`src/core/alu_pkg.sv`:
```
// Constants, operation codes and flag layout of the core arithmetic unit.
// Assumes the instruction decoder supplies operands and takes results back.
// Function
// [RULE1] Word/byte add, optionally adding incoming carry
// [RULE2] Word/byte subtract, optionally subtracting incoming borrow
// [RULE3] Signed or unsigned sixteen by sixteen multiply
// [RULE4] Signed/unsigned divide low word by register
// [RULE5] Signed/unsigned divide doubleword by register
// [RULE6] Ones complement or negate, word or byte
// [RULE7] Bitwise AND, OR, XOR on words/bytes
// [RULE8] Clear or set one addressed bit
// [RULE9] Copy direct bit, plain or inverted
// [RULE10] AND/OR/XOR source bit into destination bit
// [RULE11] Bit compare updates flags only
// [RULE12] Masked high/low byte load from immediate
// [RULE13] Compare word/byte, flags only, no writeback
// [RULE14] Compare then decrement register by one/two
// [RULE15] Compare then increment register by one/two
// [RULE16] Count normalising shifts into destination register
// [RULE17] Shift word register toward msb or lsb
// [RULE18] Results update carry, zero, negative, overflow flags
// [RULE19] Byte forms keep the register's high byte
package alu_pkg;
    localparam int WORD_W = 16;
    localparam int BYTE_W = 8;
    localparam int LONG_W = 32;
    localparam int DIV_STEPS = 32;
    localparam int FLAG_W = 4;
    // Flag positions in the flag word
    localparam int FLAG_C = 0;
    localparam int FLAG_Z = 1;
    localparam int FLAG_V = 2;
    localparam int FLAG_N = 3;
    localparam logic [3:0] MSB_BYTE = 4'h7;
    localparam logic [3:0] MSB_WORD = 4'hF;
    localparam logic [15:0] STEP_ONE = 16'h0001;
    localparam logic [15:0] STEP_TWO = 16'h0002;
    localparam logic [15:0] WORD_ZERO = 16'h0000;
    localparam logic [31:0] LONG_ZERO = 32'h00000000;
    localparam logic [3:0] FLAGS_RESET = 4'h0;

    typedef enum logic [5:0] {
        OP_SUM = 6'h00, OP_SUM_CARRY = 6'h01, OP_DIFF = 6'h02, OP_DIFF_BORROW = 6'h03,
        OP_PRODUCT_S = 6'h04, OP_PRODUCT_U = 6'h05, OP_QUOT_S = 6'h06, OP_QUOT_U = 6'h07,
        OP_LQUOT_S = 6'h08, OP_LQUOT_U = 6'h09, OP_ONES_COMP = 6'h0A, OP_SIGN_FLIP = 6'h0B,
        OP_AND = 6'h0C, OP_OR = 6'h0D, OP_XOR = 6'h0E, OP_BIT_CLEAR = 6'h0F,
        OP_BIT_SET = 6'h10, OP_BIT_COPY = 6'h11, OP_BIT_COPY_INV = 6'h12,
        OP_BIT_CONJ = 6'h13, OP_BIT_DISJ = 6'h14, OP_BIT_EXOR = 6'h15,
        OP_BIT_COMPARE = 6'h16, OP_FIELD_HIGH = 6'h17, OP_FIELD_LOW = 6'h18,
        OP_COMPARE = 6'h19, OP_COMPARE_DEC1 = 6'h1A, OP_COMPARE_DEC2 = 6'h1B,
        OP_COMPARE_INC1 = 6'h1C, OP_COMPARE_INC2 = 6'h1D, OP_NORM_COUNT = 6'h1E,
        OP_SHIFT_MSB = 6'h1F, OP_SHIFT_LSB = 6'h20
    } op_e;

    typedef enum logic [1:0] {
        ST_IDLE = 2'b01,
        ST_DIVIDE = 2'b10
    } state_e;
endpackage

```
`src/core/div_if.sv`:
```
// Handshake between the arithmetic unit and its iterative divider.
// Assumes both ends share one clock; start and done are one-cycle pulses.
`timescale 1ns/1ps
interface div_if;
    logic start;
    logic [31:0] dividend;
    logic [15:0] divisor;
    logic done;
    logic [31:0] quotient;
    logic [15:0] remainder;
    modport ctrl (output start, dividend, divisor, input done, quotient, remainder);
    modport unit (input start, dividend, divisor, output done, quotient, remainder);
endinterface

```
`src/core/div_unit.sv`:
```
// Restoring divider, one quotient bit per clock, unsigned magnitudes only.
// Assumes divisor is non-zero; sign handling sits in the caller.
`timescale 1ns/1ps
module div_unit
    import alu_pkg::*;
#(
    parameter int STEPS = DIV_STEPS
) (
    // Clock and reset
    input wire logic clk_sys_in,
    input wire logic rst_in,
    // Divider handshake
    div_if.unit dv
);
    // Only the full doubleword width is wired through the datapath
    if (STEPS != LONG_W) begin : g_chk
        $error("div_unit: STEPS must equal the dividend width");
    end

    logic busy, next_busy;
    logic done, next_done;
    logic [5:0] count, next_count;
    logic [31:0] quot, next_quot;
    logic [15:0] rem, next_rem;
    logic [15:0] dvs, next_dvs;

    // One trial subtraction per step
    always_comb begin
        logic [16:0] trial;
        trial = {rem, quot[31]};
        next_busy = busy;
        next_done = 1'b0;
        next_count = count;
        next_quot = quot;
        next_rem = rem;
        next_dvs = dvs;
        if (busy) begin
            if (trial >= {1'b0, dvs}) begin
                next_rem = 16'(trial - {1'b0, dvs});
                next_quot = {quot[30:0], 1'b1};
            end else begin
                next_rem = trial[15:0];
                next_quot = {quot[30:0], 1'b0};
            end
            next_count = 6'(count + 6'h01);
            if (count == 6'(STEPS - 1)) begin
                next_busy = 1'b0;
                next_done = 1'b1;
            end
        end else if (dv.start) begin
            next_busy = 1'b1;
            next_count = 6'h00;
            next_quot = dv.dividend;
            next_rem = WORD_ZERO;
            next_dvs = dv.divisor;
        end
    end

    always_ff @(posedge clk_sys_in or posedge rst_in) begin
        if (rst_in) begin
            busy <= 1'b0;
            done <= 1'b0;
            count <= 6'h00;
            quot <= LONG_ZERO;
            rem <= WORD_ZERO;
            dvs <= WORD_ZERO;
        end else begin
            busy <= next_busy;
            done <= next_done;
            count <= next_count;
            quot <= next_quot;
            rem <= next_rem;
            dvs <= next_dvs;
        end
    end

    assign dv.done = done;
    assign dv.quotient = quot;
    assign dv.remainder = rem;
endmodule

```
`src/core/cpu_arith_logic_bit_unit.sv`:
```
// Arithmetic, logic, bit, compare and shift datapath of the core.
// Assumes the decoder presents one operation with start_in and waits for done_out.
`timescale 1ns/1ps
module cpu_arith_logic_bit_unit
    import alu_pkg::*;
(
    // Clock and reset
    input wire logic clk_sys_in,
    input wire logic rst_in,
    // Operation request
    input wire logic start_in,
    input wire op_e op_in,
    input wire logic byte_in,
    input wire logic carry_in,
    // Operands
    input wire logic [15:0] dest_in,
    input wire logic [15:0] src_in,
    input wire logic [3:0] dest_bit_in,
    input wire logic [3:0] src_bit_in,
    input wire logic [7:0] mask_in,
    input wire logic [31:0] pair_in,
    // Results
    output logic done_out,
    output logic busy_out,
    output logic [15:0] result_out,
    output logic result_write_out,
    output logic [15:0] pointer_out,
    output logic pointer_write_out,
    output logic [31:0] pair_out,
    output logic pair_write_out,
    output logic [3:0] flags_out
);
    div_if dv ();

    state_e state, next_state;
    logic next_done, next_busy;
    logic [15:0] next_result, next_pointer;
    logic next_result_wr, next_pointer_wr, next_pair_wr;
    logic [31:0] next_pair;
    logic [3:0] next_flags;
    logic div_start, next_div_start;
    logic [31:0] div_dvd, next_div_dvd;
    logic [15:0] div_dvs, next_div_dvs;
    logic neg_q, next_neg_q, neg_r, next_neg_r, div_signed, next_div_signed;
    logic accept;

    // Requests arriving during a divide are ignored
    assign accept = start_in && (state == ST_IDLE);

    // Divider runs alone, so the unit just hands over magnitudes
    div_unit #(.STEPS(DIV_STEPS)) u_div (
        .clk_sys_in(clk_sys_in),
        .rst_in(rst_in),
        .dv(dv.unit)
    );
    assign dv.start = div_start;
    assign dv.dividend = div_dvd;
    assign dv.divisor = div_dvs;

    // Whole datapath: one pass per request, divide finishes later
    always_comb begin
        logic [15:0] opa, opb, r;
        logic [16:0] sum, diff, negv, cmpv;
        logic [31:0] prod, wide, dvd, qs;
        logic [15:0] dvs, rs;
        logic [3:0] msb;
        logic cin, c, v, sb, db, nb, sgn, flags_fixed;
        msb = byte_in ? MSB_BYTE : MSB_WORD;
        opa = byte_in ? {8'h00, dest_in[7:0]} : dest_in;
        opb = byte_in ? {8'h00, src_in[7:0]} : src_in;
        cin = carry_in && ((op_in == OP_SUM_CARRY) || (op_in == OP_DIFF_BORROW));
        sum = {1'b0, opa} + {1'b0, opb} + {16'h0000, cin};
        diff = {1'b0, opa} - {1'b0, opb} - {16'h0000, cin};
        negv = 17'h00000 - {1'b0, opa};
        cmpv = {1'b0, dest_in} - {1'b0, src_in};
        sgn = (op_in == OP_PRODUCT_S) || (op_in == OP_QUOT_S) || (op_in == OP_LQUOT_S);
        // Operands widened first so no product bit is lost
        prod = sgn ? {{16{dest_in[15]}}, dest_in} * {{16{src_in[15]}}, src_in}
            : {16'h0000, dest_in} * {16'h0000, src_in};
        dvd = ((op_in == OP_QUOT_S) || (op_in == OP_QUOT_U))
            ? (sgn ? {{16{pair_in[15]}}, pair_in[15:0]} : {16'h0000, pair_in[15:0]}) : pair_in;
        dvs = src_in;
        sb = src_in[src_bit_in];
        db = dest_in[dest_bit_in];
        nb = db;
        r = dest_in;
        c = 1'b0;
        v = 1'b0;
        flags_fixed = 1'b0;
        wide = LONG_ZERO;
        qs = LONG_ZERO;
        rs = WORD_ZERO;
        next_state = state;
        next_done = 1'b0;
        next_result = result_out;
        next_result_wr = 1'b0;
        next_pointer = pointer_out;
        next_pointer_wr = 1'b0;
        next_pair = pair_out;
        next_pair_wr = 1'b0;
        next_flags = flags_out;
        next_div_start = 1'b0;
        next_div_dvd = div_dvd;
        next_div_dvs = div_dvs;
        next_neg_q = neg_q;
        next_neg_r = neg_r;
        next_div_signed = div_signed;
        if (accept) begin
            next_done = 1'b1;
            next_result_wr = 1'b1;
            unique case (op_in)
                OP_SUM, OP_SUM_CARRY: begin // [RULE1]
                    r = sum[15:0];
                    c = byte_in ? sum[BYTE_W] : sum[WORD_W];
                    v = (opa[msb] == opb[msb]) && (r[msb] != opa[msb]);
                end
                OP_DIFF, OP_DIFF_BORROW, OP_COMPARE: begin // [RULE2] [RULE13]
                    r = diff[15:0];
                    c = byte_in ? diff[BYTE_W] : diff[WORD_W];
                    v = (opa[msb] != opb[msb]) && (r[msb] != opa[msb]);
                    next_result_wr = (op_in != OP_COMPARE); // [RULE13]
                end
                OP_COMPARE_DEC1, OP_COMPARE_DEC2, OP_COMPARE_INC1, OP_COMPARE_INC2: begin
                    // Flags from a word compare, then the pointer moves
                    r = cmpv[15:0];
                    c = cmpv[WORD_W];
                    v = (dest_in[15] != src_in[15]) && (r[15] != dest_in[15]);
                    next_result_wr = 1'b0;
                    next_pointer_wr = 1'b1;
                    unique case (op_in)
                        OP_COMPARE_DEC1: next_pointer = 16'(dest_in - STEP_ONE); // [RULE14]
                        OP_COMPARE_DEC2: next_pointer = 16'(dest_in - STEP_TWO); // [RULE14]
                        OP_COMPARE_INC1: next_pointer = 16'(dest_in + STEP_ONE); // [RULE15]
                        default: next_pointer = 16'(dest_in + STEP_TWO); // [RULE15]
                    endcase
                end
                OP_PRODUCT_S, OP_PRODUCT_U: begin // [RULE3]
                    next_result_wr = 1'b0;
                    next_pair = prod;
                    next_pair_wr = 1'b1;
                    flags_fixed = 1'b1;
                    next_flags = FLAGS_RESET;
                    next_flags[FLAG_Z] = (prod == LONG_ZERO);
                    next_flags[FLAG_N] = prod[31];
                    // Overflow means the product needs the high word
                    next_flags[FLAG_V] = sgn ? (prod[31:16] != {16{prod[15]}})
                        : (prod[31:16] != WORD_ZERO);
                end
                OP_QUOT_S, OP_QUOT_U, OP_LQUOT_S, OP_LQUOT_U: begin // [RULE4] [RULE5]
                    next_result_wr = 1'b0;
                    if (src_in == WORD_ZERO) begin
                        // Divide by zero: flag it, leave the pair alone
                        flags_fixed = 1'b1;
                        next_flags = FLAGS_RESET;
                        next_flags[FLAG_V] = 1'b1;
                    end else begin
                        next_done = 1'b0;
                        next_state = ST_DIVIDE;
                        next_div_start = 1'b1;
                        next_div_signed = sgn;
                        next_neg_q = sgn && (dvd[31] ^ dvs[15]);
                        next_neg_r = sgn && dvd[31];
                        next_div_dvd = (sgn && dvd[31]) ? 32'(LONG_ZERO - dvd) : dvd;
                        next_div_dvs = (sgn && dvs[15]) ? 16'(WORD_ZERO - dvs) : dvs;
                        flags_fixed = 1'b1;
                    end
                end
                OP_ONES_COMP: r = ~opa; // [RULE6]
                OP_SIGN_FLIP: begin // [RULE6]
                    r = negv[15:0];
                    c = byte_in ? negv[BYTE_W] : negv[WORD_W];
                    v = opa[msb] && r[msb];
                end
                OP_AND: r = opa & opb; // [RULE7]
                OP_OR: r = opa | opb; // [RULE7]
                OP_XOR: r = opa ^ opb; // [RULE7]
                OP_BIT_CLEAR, OP_BIT_SET, OP_BIT_COPY, OP_BIT_COPY_INV, OP_BIT_CONJ,
                OP_BIT_DISJ, OP_BIT_EXOR, OP_BIT_COMPARE: begin
                    unique case (op_in)
                        OP_BIT_CLEAR: nb = 1'b0; // [RULE8]
                        OP_BIT_SET: nb = 1'b1; // [RULE8]
                        OP_BIT_COPY: nb = sb; // [RULE9]
                        OP_BIT_COPY_INV: nb = ~sb; // [RULE9]
                        OP_BIT_CONJ: nb = db & sb; // [RULE10]
                        OP_BIT_DISJ: nb = db | sb; // [RULE10]
                        OP_BIT_EXOR: nb = db ^ sb; // [RULE10]
                        default: nb = db; // [RULE11]
                    endcase
                    r = (dest_in & ~(STEP_ONE << dest_bit_in)) | (16'(nb) << dest_bit_in);
                    next_result_wr = (op_in != OP_BIT_COMPARE); // [RULE11]
                    // Flags describe the two bits before the write
                    flags_fixed = 1'b1;
                    next_flags[FLAG_C] = db & sb;
                    next_flags[FLAG_V] = db | sb;
                    next_flags[FLAG_Z] = ~db;
                    next_flags[FLAG_N] = db ^ sb;
                end
                OP_FIELD_HIGH: r = (dest_in & ~{mask_in, 8'h00}) // [RULE12]
                    | {src_in[7:0] & mask_in, 8'h00};
                OP_FIELD_LOW: r = (dest_in & ~{8'h00, mask_in}) // [RULE12]
                    | {8'h00, src_in[7:0] & mask_in};
                OP_NORM_COUNT: begin // [RULE16]
                    r = WORD_ZERO;
                    for (int i = 0; i < WORD_W; i++) begin
                        if (dest_in[i]) begin
                            r = 16'(WORD_W - 1 - i);
                        end
                    end
                end
                OP_SHIFT_MSB: begin // [RULE17]
                    wide = {16'h0000, dest_in} << src_in[3:0];
                    r = wide[15:0];
                    c = wide[WORD_W];
                end
                default: begin // [RULE17]
                    wide = {dest_in, 16'h0000} >> src_in[3:0];
                    r = wide[31:16];
                    c = wide[15];
                end
            endcase
            // Byte forms only ever touch the low byte
            if (byte_in && (op_in inside {OP_SUM, OP_SUM_CARRY, OP_DIFF, OP_DIFF_BORROW,
                OP_COMPARE, OP_ONES_COMP, OP_SIGN_FLIP, OP_AND, OP_OR, OP_XOR})) begin
                r = {dest_in[15:8], r[7:0]}; // [RULE19]
            end
            if (!flags_fixed) begin // [RULE18]
                next_flags[FLAG_C] = c;
                next_flags[FLAG_V] = v;
                next_flags[FLAG_Z] = byte_in ? (r[7:0] == 8'h00) : (r == WORD_ZERO);
                next_flags[FLAG_N] = r[msb];
            end
            next_result = r;
        end else if ((state == ST_DIVIDE) && dv.done) begin
            // Signs restored here; remainder takes the dividend's sign
            qs = neg_q ? 32'(LONG_ZERO - dv.quotient) : dv.quotient;
            rs = neg_r ? 16'(WORD_ZERO - dv.remainder) : dv.remainder;
            next_pair = {rs, qs[15:0]}; // [RULE4] [RULE5]
            next_pair_wr = 1'b1;
            next_done = 1'b1;
            next_state = ST_IDLE;
            next_flags = FLAGS_RESET;
            next_flags[FLAG_V] = div_signed ? (qs[31:16] != {16{qs[15]}})
                : (qs[31:16] != WORD_ZERO);
            next_flags[FLAG_Z] = (qs[15:0] == WORD_ZERO);
            next_flags[FLAG_N] = qs[15];
        end
        next_busy = (next_state == ST_DIVIDE);
    end

    always_ff @(posedge clk_sys_in or posedge rst_in) begin
        if (rst_in) begin
            state <= ST_IDLE;
            done_out <= 1'b0;
            busy_out <= 1'b0;
            result_out <= WORD_ZERO;
            result_write_out <= 1'b0;
            pointer_out <= WORD_ZERO;
            pointer_write_out <= 1'b0;
            pair_out <= LONG_ZERO;
            pair_write_out <= 1'b0;
            flags_out <= FLAGS_RESET;
            div_start <= 1'b0;
            div_dvd <= LONG_ZERO;
            div_dvs <= WORD_ZERO;
            neg_q <= 1'b0;
            neg_r <= 1'b0;
            div_signed <= 1'b0;
        end else begin
            state <= next_state;
            done_out <= next_done;
            busy_out <= next_busy;
            result_out <= next_result;
            result_write_out <= next_result_wr;
            pointer_out <= next_pointer;
            pointer_write_out <= next_pointer_wr;
            pair_out <= next_pair;
            pair_write_out <= next_pair_wr;
            flags_out <= next_flags;
            div_start <= next_div_start;
            div_dvd <= next_div_dvd;
            div_dvs <= next_div_dvs;
            neg_q <= next_neg_q;
            neg_r <= next_neg_r;
            div_signed <= next_div_signed;
        end
    end

    // Checks on what the datapath drives
    sum_word_a: assert property (@(posedge clk_sys_in) disable iff (rst_in) // [RULE1]
        accept && op_in == OP_SUM_CARRY && !byte_in |=>
        result_out == 16'($past(dest_in) + $past(src_in) + 16'($past(carry_in))))
        else $error("word add with carry wrong");
    diff_byte_a: assert property (@(posedge clk_sys_in) disable iff (rst_in) // [RULE2]
        accept && op_in == OP_DIFF && byte_in |=>
        result_out[7:0] == 8'($past(dest_in[7:0]) - $past(src_in[7:0])))
        else $error("byte subtract wrong");
    product_u_a: assert property (@(posedge clk_sys_in) disable iff (rst_in) // [RULE3]
        accept && op_in == OP_PRODUCT_U |=> pair_write_out
        && pair_out == 32'($past(dest_in)) * 32'($past(src_in)))
        else $error("unsigned product wrong");
    divide_time_a: assert property (@(posedge clk_sys_in) disable iff (rst_in) // [RULE4]
        accept && op_in inside {OP_QUOT_U, OP_LQUOT_U} && src_in != WORD_ZERO
        |=> busy_out && !done_out ##34 done_out && pair_write_out && !busy_out)
        else $error("divide did not finish on time");
    ones_comp_a: assert property (@(posedge clk_sys_in) disable iff (rst_in) // [RULE6]
        accept && op_in == OP_ONES_COMP && !byte_in |=> result_out == ~$past(dest_in))
        else $error("complement wrong");
    bit_set_a: assert property (@(posedge clk_sys_in) disable iff (rst_in) // [RULE8]
        accept && op_in == OP_BIT_SET |=> result_write_out
        && result_out == ($past(dest_in) | (STEP_ONE << $past(dest_bit_in))))
        else $error("bit set wrong");
    bit_compare_a: assert property (@(posedge clk_sys_in) disable iff (rst_in) // [RULE11]
        accept && op_in == OP_BIT_COMPARE |=> done_out && !result_write_out)
        else $error("bit compare wrote back");
    compare_only_a: assert property (@(posedge clk_sys_in) disable iff (rst_in) // [RULE13]
        accept && op_in == OP_COMPARE && !byte_in |=> !result_write_out && !pair_write_out
        && flags_out[FLAG_Z] == ($past(dest_in) == $past(src_in)))
        else $error("compare wrote back or bad zero");
    pointer_dec_a: assert property (@(posedge clk_sys_in) disable iff (rst_in) // [RULE14]
        accept && op_in == OP_COMPARE_DEC2 |=> pointer_write_out
        && pointer_out == 16'($past(dest_in) - STEP_TWO))
        else $error("pointer decrement wrong");
    byte_keep_a: assert property (@(posedge clk_sys_in) disable iff (rst_in) // [RULE19]
        accept && byte_in && op_in inside {OP_SUM, OP_AND, OP_SIGN_FLIP, OP_DIFF}
        |=> result_out[15:8] == $past(dest_in[15:8]))
        else $error("byte form touched high byte");
endmodule

```
`config.mk`:
```
export PLATFORM = sky130hd
export DESIGN_NAME = cpu_arith_logic_bit_unit
export DESIGN_NICKNAME = d
export VERILOG_FILES = /design/src/core/alu_pkg.sv /design/src/core/div_if.sv /design/src/core/div_unit.sv /design/src/core/cpu_arith_logic_bit_unit.sv
export SDC_FILE = /design/constraint.sdc
export NUM_CORES = 2
export LEC_CHECK = 0
export BUFFER_PORTS_ARGS = -buffer_cell sky130_fd_sc_hd__buf_2
export CAP_MARGIN = 10
export CORE_MARGIN = 8
export CORE_UTILIZATION = 36
export DETAILED_ROUTE_END_ITERATION = 16
export GPL_TIMING_DRIVEN = 0
export HOLD_SLACK_MARGIN = 0.06
export PLACE_DENSITY_LB_ADDON = 0.2
export SLEW_MARGIN = 15
export SYNTH_ARGS = -nofsm -noshare
export SYNTH_HDL_FRONTEND = slang
export SYNTH_HIERARCHICAL = 1
export SYNTH_SLANG_ARGS = --single-unit
```
`constraint.sdc`:
```
create_clock -name clk_sys_in -period 5.1 [get_ports clk_sys_in]
set_clock_uncertainty 0.1 [all_clocks]
set_input_delay 0 -clock clk_sys_in [delete_from_list [all_inputs] [get_ports clk_sys_in]]
set_output_delay 0 -clock clk_sys_in [all_outputs]
set_load 0.005 [all_outputs]
```
==> results.md <==
* Worst-path clk slew at about 90 ps
* Yosys cell types at around 110
* Period minus WS final at approximately 7200 ps
* HP Start: dest_in[11]
* Core Box Area at just under 100000 µm²
* Die Footprint at 107000 µm²
* Port Buf Inserts at 158
* Initial Utilization at 36.1%
* DRC Markers at 0
* Fin. Hold Viols at 0
* Total Neg Setup Slack at -23750 ps
* Required time of the critical path at between 5000 and 6000 ps
* Crit share post-route at 142%
* Mapped Cells at 4322
* Crit path capture type: flop
* Worst setup startpoint: dest_in[8]
* # IOs at 164
* Synth Register Bits at a little under 200
* Hold path depth at 5
* Hold WC Path Type: in2reg
* Num CTS Buffers at 17
* Die width at about 330 µm
* Filler instances at between 9000 and 10000
* Largest net degree at the start of global routing at between 90 and 100
* Vias in the first global route at approximately 34000
* Tot GR Track Use at around 28%
* Worst-Skew Late Latency at between 400 and 500 ps
* DR vias at about 35000
* Max frequency at 138 MHz
* Failing checks: negative setup slack
* Number of DRC markers in iteration 0 at around 3500
* Top FF cell, synth: dfrtp_1
* FF-to-FF setup slack at slightly above 600 ps
* CTS H-tree lvls at 4
* Worst R2R Path Depth at 13
* FF-to-FF End: flags_out[2]$_DFFE_PP0P_
* Asr flop ratio synth at 100%
* Routed Antenna Nets at 0
* Max-Cap Viols at 0
* Wirelength per Cell at about 26 µm
* Warnings, synthesis at 6
* WHS Endpoint: pointer_out[11]$_DFFE_PP0P_
* Unrepaired setup endpoints after global routing: yes
* Critical Path AT at ~7500 ps
* Reg-to-reg startpoint: u_div/dv.quotient[5]$_DFFE_PP0P_
* Root buf cell: clkbuf_16
* Mean post-synth cell area at between 8 and 9 µm²
* CP Max Fanout at 6
* Worst Max-Slew Pin Slew at 1380 ps
* First-pass GRT wire length at between 200 and 250 mm
* Setup WS post-layout at -2140 ps
* Net count after synthesis at approximately 5000
* Vias/cell at around 5.8
* Rows at roughly 110
* Dpl hpwl at 125 mm
* Routability cong. at just over 1
* CTS tree: yes
* Max-slew violation count at 0
* Fin nets at 5491
* Multi-input gate area at roughly 28000 µm²
* Mapped Area at between 30000 and 40000 µm²
* Initial antenna violation count at 9
* Die H at between 300 and 400 µm
* WS Path Type: in2reg
* First-pass DRT Iterations at 6
* Seq/Total Area, Yosys at between 10% and 20%
* Routed WL at 155 mm
* Slowest stage delay, CP at 560 ps
* CP startpoint kind: input pin
* Number of synthesized flops with an enable pin at 0
* Most used cell along the critical path: fa_1
* Clock Sinks at 199
* Layout area overhead at 24.1%
* Share of layout cells above drive strength 1 at approximately 18%
* Critical path's slowest cell: a2111o_1
* Total global routing overflow at 0
* Setup-failing EPs final at 24
* Normalized max-slew margin at under 10%
* Status: finished with violations
* Maximum root-to-sink buffer count at 2
* Sequential cell area at roughly 5000 µm²
## how the worst max path moves through the flow
stage | slack [ps] | end
final | -2140 | flags_out[2]$_DFFE_PP0P_
after global routing | -2260 | flags_out[2]$_DFFE_PP0P_
after global placement | -4360 | flags_out[2]$_DFFE_PP0P_
after floorplan | -1840 | flags_out[2]$_DFFE_PP0P_
after CTS | -2090 | flags_out[2]$_DFFE_PP0P_
after detailed placement | -4390 | flags_out[2]$_DFFE_PP0P_
## cells in the mapped netlist (all sizes together), types with 55 or more instances
cell | number | area (µm²)
nand2 | 520 | 1950
dfrtp | 198 | 4950
xnor2 | 124 | 1090
inv | 592 | 2220
buf | 55 | 283
o21ai | 338 | 1710
mux2i | 79 | 791
nor2 | 360 | 1360
xor2 | 77 | 674
nor3 | 60 | 300
fa | 374 | 7490
a21oi | 244 | 1240
ha | 294 | 3680
clkbuf | 165 | 641
nand3 | 69 | 345
## critical path, delay by kind of cell
kind	cells	cell delay, ps
AO/OA/AOI/OAI	7	1720
adder cells (fa/ha/maj)	7	3250
buffers and inverters	11	1040
AND/OR/NAND/NOR	6	1490
## layout by cell type, fill, tap and decap left out, types with 31 or more instances in the layout
master	instances
dfrtp_1	198
dlygate4sd3_1	55
xor2_1	73
nand2b_1	51
nor3_1	56
o21ai_0	283
nand4_1	33
a31oi_1	41
buf_2	140
ha_1	262
mux2i_1	76
xnor2_1	116
o211ai_1	31
clkbuf_16	51
nor2b_1	37
nor2_1	330
inv_1	550
a21oi_1	206
nand3_1	68
fa_1	361
nand2_1	496
clkbuf_1	97
buf_6	81
a211oi_1	37
buf_4	141
## sequential cells by signal, summed over array words and instances, names as in the netlist, 2 cells and up
name and cells:
state 2, result_out 16, u_div/dv.remainder 16, pointer_out 16, div_dvs 16, u_div/count 6
div_dvd 32, pair_out 32, u_div/dvs 16, flags_out 4, u_div/dv.quotient 32
## repair_timing
item                                    4_1_cts  5_1_grt
hold endpoints to repair                    240        0
gates resized for setup                     513      132
pin swaps                                   114       75
setup buffers                               156       35
endpoints found under the setup margin       32       45
cloned                                        2        0
hold buffers                                 55        0
## area by class of cell
type,count,area share [%]
multi-input cells,3304,65.3
repair buffers,408,7.91
well taps,1276,3.70
clock buffers,20,1.06
clock inverters,12,0.432
flip-flops and latches,199,11.5
inverters,599,5.47
diodes,4,0.0232
plain buffers,203,4.52
## cell families (layout without fill, tap and decap cells)
| kind of cell | count (synthesis) | in the layout | share of synthesized area (%) |
|---|---|---|---|
| compound gates | 1038 | 1038 | 18.9 |
| xor+xnor | 201 | 201 | 5.06 |
| fa+ha+maj | 668 | 668 | 32.1 |
| buf+inv | 819 | 1242 | 9.12 |
| flops | 199 | 199 | 14.3 |
| mux | 103 | 103 | 3.57 |
| other cells | 0 | 4 | 0 |
| simple gates | 1294 | 1294 | 16.9 |
## metal layers
layer,routed length [µm],share of wire (%),track usage (%),up-vias
li1,-,-,-,15422
met1,63200,41,37.2,17346
met2,70200,45,44.7,1652
met3,13600,8.8,5.75,340
met4,7680,5.0,11.4,8
met5,175,0.11,0,-
## stage by stage
stage	setup slack (ps)	cells	instance area (µm²)	hold WS [ps]	utilization, %
final	-2140	6025	43200	89.0	44.8
after global routing	-2260	6022	43200	83.1	44.8
after CTS	-2090	5989	42400	63.5	44.0
after detailed placement	-4390	5761	37900	-88.6	39.4
after global placement	-4360	5756	37800	229	39.2
after floorplan	-1840	4322	35400	50.0	-
Power is left out: the tool's default activity adds up to more than one toggle a clock period on the data nets, which glitch-free logic cannot reach.
